<file path="src/include/tap_port_pkg.sv">
package tap_port_pkg;

    // ----------------------------------------------------------------
    // Register sizes
    // ----------------------------------------------------------------
    localparam int IR_WIDTH = 3;
    localparam int ID_WIDTH = 32;
    localparam int BSR_WIDTH = 75;

    // ----------------------------------------------------------------
    // Instruction codes
    // ----------------------------------------------------------------
    localparam logic [IR_WIDTH-1:0] INSTR_EXTEST = 3'h0;
    localparam logic [IR_WIDTH-1:0] INSTR_IDCODE = 3'h1;
    localparam logic [IR_WIDTH-1:0] INSTR_SAMPLE_Z = 3'h2;
    localparam logic [IR_WIDTH-1:0] INSTR_SAMPLE = 3'h4;
    localparam logic [IR_WIDTH-1:0] INSTR_BYPASS = 3'h7;

    // Pattern loaded into the instruction shifter at capture
    localparam logic [IR_WIDTH-1:0] IR_CAPTURE_VAL = 3'h1;

    // ----------------------------------------------------------------
    // Identification code fields
    // ----------------------------------------------------------------
    localparam logic [3:0] ID_REVISION = 4'h0;
    localparam logic [4:0] ID_DEPTH = 5'h07;
    localparam logic [4:0] ID_WIDTH_CODE = 5'h04;
    localparam logic [5:0] ID_DEVICE = 6'h00;
    // Arbitrary maker code, not any real assignment
    localparam logic [10:0] ID_MAKER = 11'h2a5;
    localparam logic ID_PRESENT = 1'h1;

    // ----------------------------------------------------------------
    // Pin synchroniser reset levels
    // ----------------------------------------------------------------
    localparam logic TCK_RST_VAL = 1'h0;
    localparam logic PULLUP_RST_VAL = 1'h1;

    // ----------------------------------------------------------------
    // Port controller states
    // ----------------------------------------------------------------
    typedef enum logic [3:0] {
        ST_RESET = 4'h0,
        ST_IDLE = 4'h1,
        ST_SEL_DR = 4'h2,
        ST_CAP_DR = 4'h3,
        ST_SHIFT_DR = 4'h4,
        ST_EXIT1_DR = 4'h5,
        ST_PAUSE_DR = 4'h6,
        ST_EXIT2_DR = 4'h7,
        ST_UPD_DR = 4'h8,
        ST_SEL_IR = 4'h9,
        ST_CAP_IR = 4'ha,
        ST_SHIFT_IR = 4'hb,
        ST_EXIT1_IR = 4'hc,
        ST_PAUSE_IR = 4'hd,
        ST_EXIT2_IR = 4'he,
        ST_UPD_IR = 4'hf
    } tap_state_e;

    typedef enum logic [1:0] {
        SEL_BYPASS = 2'h0,
        SEL_ID = 2'h1,
        SEL_BSR = 2'h2
    } dr_sel_e;

endpackage : tap_port_pkg

</file>
<file path="src/pin_sync.sv">
`timescale 1ns/10ps

// Two-flop synchroniser for signals from outside the sys_clk domain
module pin_sync #(
    parameter int WIDTH = 1,
    parameter logic [WIDTH-1:0] RST_VAL = '0
) (
    input wire logic sys_clk,
    input wire logic rst_n,
    input wire logic [WIDTH-1:0] async_in,
    output logic [WIDTH-1:0] sync_out
);

    logic [WIDTH-1:0] meta_ff;
    logic [WIDTH-1:0] sync_ff;

    // Only the second stage is visible to other logic
    always_ff @(posedge sys_clk) begin
        if (!rst_n) begin
            meta_ff <= RST_VAL;
            sync_ff <= RST_VAL;
        end else begin
            meta_ff <= async_in;
            sync_ff <= meta_ff;
        end
    end

    assign sync_out = sync_ff;

endmodule : pin_sync

</file>
<file path="src/sram_jtag_tap_port.sv">
`timescale 1ns/10ps

// Function
// - Inputs sampled on test clock rise
// - Mode-select reads high when left open
// - Data-in reads high when left open
// - Data-in enters selected register MSB
// - Data-out from LSB, falling edge, shifting
// - One register selected by instruction
// - Five mode-select highs reach reset state
// - Port reset leaves memory operation alone
// - Power-up reset, data-out high impedance
// - Three-bit instruction register, shifts when selected
// - Reset loads identification instruction
// - Instruction capture loads binary 01
// - One-bit bypass register path
// - Bypass bit cleared on capture
// - Instruction takes effect at update
// - Hardwired 32-bit identification code, bit0 one
// - Code 000 samples, memory outputs high impedance
// - 75-bit boundary register captures and shifts
module sram_jtag_tap_port
    import tap_port_pkg::*;
#(
    parameter logic [ID_WIDTH-1:0] ID_CODE = {ID_REVISION, ID_DEPTH, ID_WIDTH_CODE,
        ID_DEVICE, ID_MAKER, ID_PRESENT}
) (
    input wire logic sys_clk,
    input wire logic rst_n,
    input wire logic tck,
    input wire logic tms,
    input wire logic tdi,
    input wire logic [BSR_WIDTH-1:0] io_ring,
    output logic tdo,
    output logic tdo_oe,
    output logic mem_out_hiz
);

    // ----------------------------------------------------------------
    // Pin sampling
    // ----------------------------------------------------------------
    logic tck_s;
    logic tms_s;
    logic tdi_s;
    logic [BSR_WIDTH-1:0] ring_s;
    logic tck_d_ff;
    logic tck_rise;
    logic tck_fall;

    pin_sync #(.WIDTH(1), .RST_VAL(TCK_RST_VAL)) u_sync_tck (
        .sys_clk(sys_clk),
        .rst_n(rst_n),
        .async_in(tck),
        .sync_out(tck_s)
    );

    // pull-up resolved at the pin, reset level high
    pin_sync #(.WIDTH(1), .RST_VAL(PULLUP_RST_VAL)) u_sync_tms (
        .sys_clk(sys_clk),
        .rst_n(rst_n),
        .async_in(tms),
        .sync_out(tms_s)
    );

    // pull-up resolved at the pin, reset level high
    pin_sync #(.WIDTH(1), .RST_VAL(PULLUP_RST_VAL)) u_sync_tdi (
        .sys_clk(sys_clk),
        .rst_n(rst_n),
        .async_in(tdi),
        .sync_out(tdi_s)
    );

    // Ring values may be in transition; a capture then holds either level
    pin_sync #(.WIDTH(BSR_WIDTH), .RST_VAL('0)) u_sync_ring (
        .sys_clk(sys_clk),
        .rst_n(rst_n),
        .async_in(io_ring),
        .sync_out(ring_s)
    );

    always_ff @(posedge sys_clk) begin
        if (!rst_n) begin
            tck_d_ff <= TCK_RST_VAL;
        end else begin
            tck_d_ff <= tck_s;
        end
    end

    // all port inputs act only on the rise
    assign tck_rise = tck_s & ~tck_d_ff;
    assign tck_fall = ~tck_s & tck_d_ff;

    // ----------------------------------------------------------------
    // Controller state machine
    // ----------------------------------------------------------------
    tap_state_e state_ff;
    tap_state_e nxt_state;

    // five highs from any state land in reset
    always_comb begin
        unique case (state_ff)
            ST_RESET: nxt_state = tms_s ? ST_RESET : ST_IDLE;
            ST_IDLE: nxt_state = tms_s ? ST_SEL_DR : ST_IDLE;
            ST_SEL_DR: nxt_state = tms_s ? ST_SEL_IR : ST_CAP_DR;
            ST_CAP_DR: nxt_state = tms_s ? ST_EXIT1_DR : ST_SHIFT_DR;
            ST_SHIFT_DR: nxt_state = tms_s ? ST_EXIT1_DR : ST_SHIFT_DR;
            ST_EXIT1_DR: nxt_state = tms_s ? ST_UPD_DR : ST_PAUSE_DR;
            ST_PAUSE_DR: nxt_state = tms_s ? ST_EXIT2_DR : ST_PAUSE_DR;
            ST_EXIT2_DR: nxt_state = tms_s ? ST_UPD_DR : ST_SHIFT_DR;
            ST_UPD_DR: nxt_state = tms_s ? ST_SEL_DR : ST_IDLE;
            ST_SEL_IR: nxt_state = tms_s ? ST_RESET : ST_CAP_IR;
            ST_CAP_IR: nxt_state = tms_s ? ST_EXIT1_IR : ST_SHIFT_IR;
            ST_SHIFT_IR: nxt_state = tms_s ? ST_EXIT1_IR : ST_SHIFT_IR;
            ST_EXIT1_IR: nxt_state = tms_s ? ST_UPD_IR : ST_PAUSE_IR;
            ST_PAUSE_IR: nxt_state = tms_s ? ST_EXIT2_IR : ST_PAUSE_IR;
            ST_EXIT2_IR: nxt_state = tms_s ? ST_UPD_IR : ST_SHIFT_IR;
            ST_UPD_IR: nxt_state = tms_s ? ST_SEL_DR : ST_IDLE;
        endcase
    end

    // power-up reset puts the port in reset state
    always_ff @(posedge sys_clk) begin
        if (!rst_n) begin
            state_ff <= ST_RESET;
        end else if (tck_rise) begin
            state_ff <= nxt_state;
        end
    end

    // ----------------------------------------------------------------
    // Instruction register
    // ----------------------------------------------------------------
    logic [IR_WIDTH-1:0] ir_shift_ff;
    logic [IR_WIDTH-1:0] instr_ff;

    always_ff @(posedge sys_clk) begin
        if (!rst_n) begin
            ir_shift_ff <= INSTR_IDCODE;
        end else if (tck_rise) begin
            // capture pattern 01 in low bits
            if (state_ff == ST_CAP_IR) begin
                ir_shift_ff <= IR_CAPTURE_VAL;
            end else if (state_ff == ST_SHIFT_IR) begin
                ir_shift_ff <= {tdi_s, ir_shift_ff[IR_WIDTH-1:1]};
            end
        end
    end

    always_ff @(posedge sys_clk) begin
        if (!rst_n) begin
            instr_ff <= INSTR_IDCODE;
        end else if (tck_rise) begin
            if (nxt_state == ST_RESET) begin
                instr_ff <= INSTR_IDCODE;
            end else if (state_ff == ST_UPD_IR) begin
                instr_ff <= ir_shift_ff;
            end
        end
    end

    // ----------------------------------------------------------------
    // Data register selection
    // ----------------------------------------------------------------
    dr_sel_e dr_sel;

    // instruction picks exactly one data register
    always_comb begin
        unique case (instr_ff)
            INSTR_EXTEST, INSTR_SAMPLE_Z, INSTR_SAMPLE: dr_sel = SEL_BSR;
            INSTR_IDCODE: dr_sel = SEL_ID;
            // reserved codes fall back to bypass
            default: dr_sel = SEL_BYPASS;
        endcase
    end

    // ----------------------------------------------------------------
    // Data registers
    // ----------------------------------------------------------------
    logic bypass_ff;
    logic [ID_WIDTH-1:0] id_ff;
    logic [BSR_WIDTH-1:0] bsr_ff;
    logic dr_cap;
    logic dr_shift;

    assign dr_cap = tck_rise && (state_ff == ST_CAP_DR);
    assign dr_shift = tck_rise && (state_ff == ST_SHIFT_DR);

    always_ff @(posedge sys_clk) begin
        if (!rst_n) begin
            bypass_ff <= 1'h0;
        end else if (dr_sel == SEL_BYPASS) begin
            if (dr_cap) begin
                bypass_ff <= 1'h0;
            // data-in enters at the top bit
            end else if (dr_shift) begin
                bypass_ff <= tdi_s;
            end
        end
    end

    // hardwired code, bit 0 forced to one
    always_ff @(posedge sys_clk) begin
        if (!rst_n) begin
            id_ff <= '0;
        end else if (dr_sel == SEL_ID) begin
            if (dr_cap) begin
                id_ff <= {ID_CODE[ID_WIDTH-1:1], ID_PRESENT};
            end else if (dr_shift) begin
                id_ff <= {tdi_s, id_ff[ID_WIDTH-1:1]};
            end
        end
    end

    // boundary register captures ring, then shifts
    always_ff @(posedge sys_clk) begin
        if (!rst_n) begin
            bsr_ff <= '0;
        end else if (dr_sel == SEL_BSR) begin
            if (dr_cap) begin
                bsr_ff <= ring_s;
            end else if (dr_shift) begin
                bsr_ff <= {tdi_s, bsr_ff[BSR_WIDTH-1:1]};
            end
        end
    end

    // ----------------------------------------------------------------
    // Serial output and memory output control
    // ----------------------------------------------------------------
    logic dr_lsb;
    logic tdo_ff;
    logic tdo_oe_ff;
    logic mem_out_hiz_ff;

    always_comb begin
        unique case (dr_sel)
            SEL_ID: dr_lsb = id_ff[0];
            SEL_BSR: dr_lsb = bsr_ff[0];
            default: dr_lsb = bypass_ff;
        endcase
    end

    // LSB driven on the fall, only while shifting
    // held off from power-up until a shift state
    always_ff @(posedge sys_clk) begin
        if (!rst_n) begin
            tdo_ff <= 1'h0;
            tdo_oe_ff <= 1'h0;
        end else if (tck_fall) begin
            tdo_ff <= (state_ff == ST_SHIFT_IR) ? ir_shift_ff[0] : dr_lsb;
            tdo_oe_ff <= (state_ff == ST_SHIFT_IR) || (state_ff == ST_SHIFT_DR);
        end
    end

    // code 000 and sample-z float the memory outputs
    // nothing else here reaches the memory datapath
    always_ff @(posedge sys_clk) begin
        if (!rst_n) begin
            mem_out_hiz_ff <= 1'h0;
        end else begin
            mem_out_hiz_ff <= (instr_ff == INSTR_EXTEST) || (instr_ff == INSTR_SAMPLE_Z);
        end
    end

    assign tdo = tdo_ff;
    assign tdo_oe = tdo_oe_ff;
    assign mem_out_hiz = mem_out_hiz_ff;

endmodule : sram_jtag_tap_port

</file>
<file path="config.mk">
export PLATFORM = sky130hd
export DESIGN_NAME = sram_jtag_tap_port
export DESIGN_NICKNAME = d
export VERILOG_FILES = /design/src/include/tap_port_pkg.sv /design/src/pin_sync.sv /design/src/sram_jtag_tap_port.sv
export SDC_FILE = /design/constraint.sdc
export NUM_CORES = 1
export LEC_CHECK = 0
export ABC_AREA = 1
export CAP_MARGIN = 10
export CORE_ASPECT_RATIO = 2
export CORE_MARGIN = 5
export CORE_UTILIZATION = 40
export DETAILED_ROUTE_END_ITERATION = 8
export DONT_BUFFER_PORTS = 1
export PLACE_DENSITY = 0.65
export REMOVE_ABC_BUFFERS = 1
export SYNTH_ARGS = -nofsm -noshare
export SYNTH_HDL_FRONTEND = slang
export SYNTH_HIERARCHICAL = 1
export SYNTH_SLANG_ARGS = --single-unit
</file>
<file path="constraint.sdc">
create_clock -name sys_clk -period 1.43 [get_ports sys_clk]
set_clock_uncertainty 0.05 [all_clocks]
set_input_delay 0.0715 -clock sys_clk [delete_from_list [all_inputs] [get_ports sys_clk]]
set_output_delay 0.0715 -clock sys_clk [all_outputs]
set_load 0.1 [all_outputs]
</file>
==> flow_metrics.env, run 1 <==
export IMPL_power_density_nw_per_um2=997
export IMPL_wl_met1_mm=10.5
export IMPL_rrSetupSlack_ns=-0.27
export IMPL_area_growth_syn_to_layout_pct=53.6
export IMPL_cts_sinks=278
export IMPL_setup_viol_count_final=117
export IMPL_track_usage=0.176
export IMPL_fin_ws_ns=-0.267
export IMPL_dr_wl_met2_mm=16.2
export IMPL_avgSynthCellArea_sq_um=7.56
export IMPL_placedCellCount=1680
export IMPL_drive_above_1_share=0.250
export IMPL_dieArea_sq_um=29200
export IMPL_ctsHoldBuffers=238
export IMPL_netlist_area_sq_um=10300
export IMPL_row_count=83
export IMPL_clkLatencyLatePin_ns=0.53
export IMPL_grt_max_degree=167
export IMPL_drc=0
export IMPL_crit_path_max_fanout=12
export IMPL_die_w_um=123
export IMPL_synthArstFlopShare=0
export IMPL_leakage_nw=7.35
export IMPL_synth_top_flop_cell="dfxtp_1"
export IMPL_dp_hpwl_mm=13.1
export IMPL_routabilityCongestion=0.865
export IMPL_synth_edf_count=0
export IMPL_ant_nets=0
export IMPL_start_util=0.403
export IMPL_outcome="finished with violations"
export IMPL_first_pass_iters=7
export IMPL_core_sq_um=25500
export IMPL_tns_ns=-23.56
export IMPL_grt_pass1_vias=9214
export IMPL_drv_cap=0
export IMPL_fin_crit_ns=1.70
export IMPL_cts_max_path_buffers=3
export IMPL_io_buffers=0
export IMPL_crit_type="reg -> reg"
export IMPL_grt_overflow_total=0
export IMPL_routed_wl_met3_mm=1.19
export IMPL_wl_per_cell_um=14.5
export IMPL_hold_ws_ns=-0.347
export IMPL_final_hold_viol_count=8
export IMPL_synth_seq_cells=278
export IMPL_die_y_um=237
export IMPL_grt_setup_unrepaired="true"
export IMPL_fin_nets=1731
export IMPL_critPathLaunchType="flop"
export IMPL_num_vias=9695
export IMPL_tritoncts="built"
export IMPL_antenna_found_initial=1
export IMPL_synth_distinct_cells=24
export IMPL_violations="negative hold slack, negative setup slack"
export IMPL_syn_inst=1362
export IMPL_grt_pass1_wl_mm=42.8
export IMPL_layout_cells_non_filler=2006
export IMPL_crit_arrival_ns=2.11
export IMPL_highest_layer="met4"
export IMPL_min_period_over_period=1.19
export IMPL_routed_wirelength_mm=29.1
export IMPL_worst_slew_pin_slew_ns=0.392
export IMPL_viasPerCell=4.83
export IMPL_synth_yosys_seq_area_share=0.541
export IMPL_min_path_type="in -> reg"
export IMPL_io_pins=83
export IMPL_relSlewSlack=0.738
export IMPL_cts_buffers=24
export IMPL_first_iter_violations=583
export IMPL_fmax_mhz=589
export IMPL_drv_slew=0
export IMPL_clk_pin_slew_worst_paths_ns=0.07
export IMPL_crit_required_ns=1.84
export IMPL_cts_root_buf="clkbuf_16"
export IMPL_ir_drop_uv=863
export IMPL_yosys_warnings=6
export IMPL_h_tree_depth=1
export IMPL_worst_setup_path_end_kind="flop"
-- flip-flops by register name, indices dropped and copies added (netlist names), 3 cells and up --
register              count
bsr_ff                   75
u_sync_ring/meta_ff      75
u_sync_ring/sync_out     75
id_ff                    32
state_ff                  4
instr_ff                  3
ir_shift_ff               3
-- cell usage after synthesis, types with 2 or more instances --
| cell | n | area [sq um] |
|---|---|---|
| a211oi_1 | 3 | 22.5 |
| a21oi_1 | 120 | 601 |
| buf_2 | 33 | 165 |
| buf_4 | 7 | 52.6 |
| buf_6 | 23 | 259 |
| clkbuf_1 | 19 | 71.3 |
| dfxtp_1 | 278 | 5570 |
| ha_1 | 3 | 37.5 |
| inv_1 | 158 | 593 |
| inv_2 | 27 | 101 |
| nand2_1 | 524 | 1970 |
| nand2_2 | 5 | 31.3 |
| nand3_1 | 107 | 536 |
| nor2_1 | 19 | 71.3 |
| nor2_2 | 4 | 25.0 |
| nor2_4 | 2 | 22.5 |
| nor3_1 | 4 | 20.0 |
| o211ai_1 | 3 | 22.5 |
| o21ai_0 | 18 | 90.1 |
-- metrics by stage --
step | total power [W] | cell area, sq um | hold WS, ns | utilization | setup WS, ns
floorplan | 0.00852 | 9750 | 0.0902 | - | -2.06
global placement | 0.00873 | 10800 | 0.109 | 0.422 | -0.412
detailed placement | 0.00873 | 10800 | 0.112 | 0.422 | -0.425
CTS | 0.0157 | 14400 | -0.402 | 0.563 | -0.221
global route | 0.0163 | 15800 | -0.380 | 0.619 | -0.365
finish | 0.0158 | 15800 | -0.347 | 0.619 | -0.267
-- timing repair --
item,in CTS,in global routing
pin swaps,23,86
endpoints found under the hold margin,172,8
buffers inserted,11,12
cloned,3,20
gates resized for setup,88,260
setup endpoints to repair,119,119
-- final timing paths --
path                            cells past startpoint        start          end
worst max-delay path                               11  state_ff[0]   bsr_ff[30]
worst min-delay path                                1        rst_n  instr_ff[0]
worst max register to register                     11  state_ff[0]   bsr_ff[30]
worst min register to register                      2    id_ff[24]    id_ff[24]
-- kinds of logic (layout without fill, tap and decap cells) --
logic type	after synthesis	count (layout)	share of synthesized area
AND/OR/NAND/NOR	669	669	0.263
AO/OA/AOI/OAI	145	145	0.0722
other	0	1	0
adder cells (fa/ha/maj)	3	3	0.00365
flip-flops	278	278	0.541
buffers and inverters	267	570	0.121
-- where the power goes --
group          switching, W  internal, W
registers          0.000111      0.00796
clock network       0.00287      0.00365
logic              0.000496     0.000668
-- metal layers --
metal,track usage,vias to the layer above
met5,0,-
met4,0.0736,0
met3,0.0158,95
met2,0.340,275
met1,0.188,4610
li1,-,4715
-- layout by cell type, fill, tap and decap left out, types with 6 or more instances in the layout --
master	synthesis	final
a21oi_1	120	73
a21oi_2	0	46
buf_12	0	15
buf_4	7	52
buf_6	23	15
clkbuf_16	0	40
dfxtp_1	278	271
dfxtp_4	0	6
dlygate4sd3_1	0	238
inv_1	158	148
inv_2	27	28
nand2_1	524	416
nand2_2	5	71
nand2_4	1	43
nand3_1	107	66
nand3_2	1	39
nor2_1	19	9
nor2_2	4	6
nor2_4	2	10
o21ai_0	18	10
-- layout make-up --
| type | count | area [sq um] |
|---|---|---|
| multi-input cells | 817 | 4500 |
| fillers | 2041 | 9740 |
| diodes | 1 | 2.50 |
| flip-flops and latches | 278 | 5590 |
| inverters | 185 | 743 |
| repair buffers | 342 | 3760 |
| well taps | 340 | 425 |
| clock buffers | 35 | 713 |
| clock inverters | 8 | 73.8 |
-- worst max-delay path, stage by stage (launching register included) --
cell and delay, ns:
dfxtp_4 0.41, nand2_4 0.08, inv_4 0.08, nand2_4 0.07, nor2_4 0.14, buf_6 0.12, buf_12 0.15, clkbuf_16 0.18
nand2_1 0.05, nand2_1 0.08, nand3_1 0.07, a21oi_1 0.14
Power figures use the tool's default switching activity.
==> run 2: changes to the inputs <==
--- a/constraint.sdc
+++ b/constraint.sdc
@@ -4,2 +4,2 @@
 set_output_delay 0.0715 -clock sys_clk [all_outputs]
-set_load 0.1 [all_outputs]
+set_load 0.02 [all_outputs]
==> flow_metrics.env, run 2 (synthesized netlist as in run 1, its figures left out) <==
export IMPL_clk_pin_slew_worst_paths_ns=0.07
export IMPL_wl_per_cell_um=13.0
export IMPL_drv_cap=0
export IMPL_crit_required_ns=1.76
export IMPL_num_vias=8932
export IMPL_hp_start="rst_n"
export IMPL_setup_viol_count_final=117
export IMPL_fin_ws_ns=-0.242
export IMPL_crit_arrival_ns=2.01
export IMPL_multi_input_area_sq_um=4130
export IMPL_track_usage=0.167
export IMPL_stdcell_area_sq_um=14500
export IMPL_worst_setup_path_end_kind="flop"
export IMPL_io_pins=83
export IMPL_drv_slew=0
export IMPL_leakage_nw=6.64
export IMPL_crit_path_max_fanout=7
export IMPL_area_growth_syn_to_layout_pct=40.4
export IMPL_routed_wirelength_mm=25.0
export IMPL_hold_ws_ns=0.123
export IMPL_fmax_mhz=598
export IMPL_clkLatencyLatePin_ns=0.52
export IMPL_power_density_nw_per_um2=1070
export IMPL_tritoncts="built"
export IMPL_worst_slew_pin_slew_ns=0.428
export IMPL_viasPerCell=4.64
export IMPL_layout_common_cells="nand2_1, dfxtp_1, dlygate4sd3_1"
export IMPL_dieArea_sq_um=29200
export IMPL_fin_nets=1648
export IMPL_core_sq_um=25500
export IMPL_rr_startpoint="instr_ff[0]"
export IMPL_max_stage_delay_ns=0.36
export IMPL_cts_root_buf="clkbuf_16"
export IMPL_final_hold_viol_count=0
export IMPL_ant_nets=0
export IMPL_drc=0
export IMPL_routabilityCongestion=0.866
export IMPL_dp_hpwl_mm=12.7
export IMPL_fillers=2265
export IMPL_first_pass_iters=5
export IMPL_cts_max_path_buffers=3
export IMPL_grt_overflow_total=0
export IMPL_relSlewSlack=0.715
export IMPL_fin_crit_ns=1.67
export IMPL_die_w_um=123
export IMPL_crit_type="reg -> reg"
export IMPL_crit_start="instr_ff[0]"
export IMPL_cts_sinks=278
export IMPL_first_iter_violations=406
export IMPL_cpMaxStageDelayCell="dfxtp_2"
export IMPL_grt_pass1_vias=8861
export IMPL_ir_drop_uv=1030
export IMPL_row_count=83
export IMPL_violations="negative setup slack"
export IMPL_start_util=0.403
export IMPL_grt_pass1_wl_mm=40.4
export IMPL_antenna_found_initial=1
export IMPL_grt_max_degree=97
export IMPL_min_period_over_period=1.17
export IMPL_die_y_um=237
export IMPL_min_path_type="in -> reg"
export IMPL_drive_above_1_share=0.195
export IMPL_critPathLaunchType="flop"
export IMPL_seq_area_sq_um=5590
export IMPL_cts_buffers=25
export IMPL_place_area_sq_um=10800
export IMPL_io_buffers=0
export IMPL_power_w=0.0155
export IMPL_outcome="finished with violations"
export IMPL_grt_setup_unrepaired="true"
export IMPL_h_tree_depth=1
export IMPL_final_common_cell="nand2_1"
export IMPL_crit_chain="inv_2, nor3_4, ha_4, inv_4, nor2_4, buf_12, inv_12, clkbuf_16, nand2_4, a21oi_1"
export IMPL_tns_ns=-20.91
==> run 2: final cells by class <==
type,instances,share of cell area
antenna,1,0.000173
clock buffer,34,0.0484
clock inverter,11,0.00494
inverter,185,0.0506
multi-input combinational,817,0.286
sequential,278,0.387
tap,340,0.0294
timing repair buffer,258,0.194
==> run 2: layer usage <==
layer  vias up  part of all wire  GRT usage
li1       4533                 -          -
met1      4149              0.37      0.176
met2       184              0.56      0.322
met3        66             0.035     0.0179
met4         0             0.036     0.0746
met5         -                 0          0
==> run 2: final timing paths <==
| check | cells past startpoint | end | slack [ns] |
|---|---|---|---|
| max | 10 | id_ff[17] | -0.24 |
| min | 2 | u_sync_tms/meta_ff | 0.12 |
| max reg2reg | 10 | id_ff[17] | -0.24 |
| min reg2reg | 2 | u_sync_ring/sync_out[33] | 0.36 |
==> run 2: worst max-delay path, delay by kind of cell (launching register included) <==
kind | cells | cell delay (ns)
compound gates | 1 | 0.05
fa+ha+maj | 1 | 0.18
buf+inv | 5 | 0.46
flops | 1 | 0.36
simple gates | 3 | 0.43
==> run 2: where the power goes <==
part           switching (W)  internal [W]
Clock                0.00287       0.00346
Combinational       0.000498      0.000596
Sequential         0.0000913       0.00796
Total                0.00346        0.0120
==> run 2: repair_timing <==
action	in CTS	in global routing
gates resized for setup	94	149
gates cloned	3	3
setup buffers	14	2
setup endpoints to repair	119	117
pin swaps	19	38
hold buffers	176	0
endpoints found under the hold margin	231	0
==> run 2: through the flow <==
stage | setup slack [ns] | util | instances
2_1_floorplan | -2.06 | - | 1280
3_5_place_dp | -0.415 | 0.424 | 1682
6_report | -0.242 | 0.566 | 1924
3_3_place_gp | -0.378 | 0.424 | 1682
5_1_grt | -0.349 | 0.566 | 1924
4_1_cts | -0.230 | 0.543 | 1919
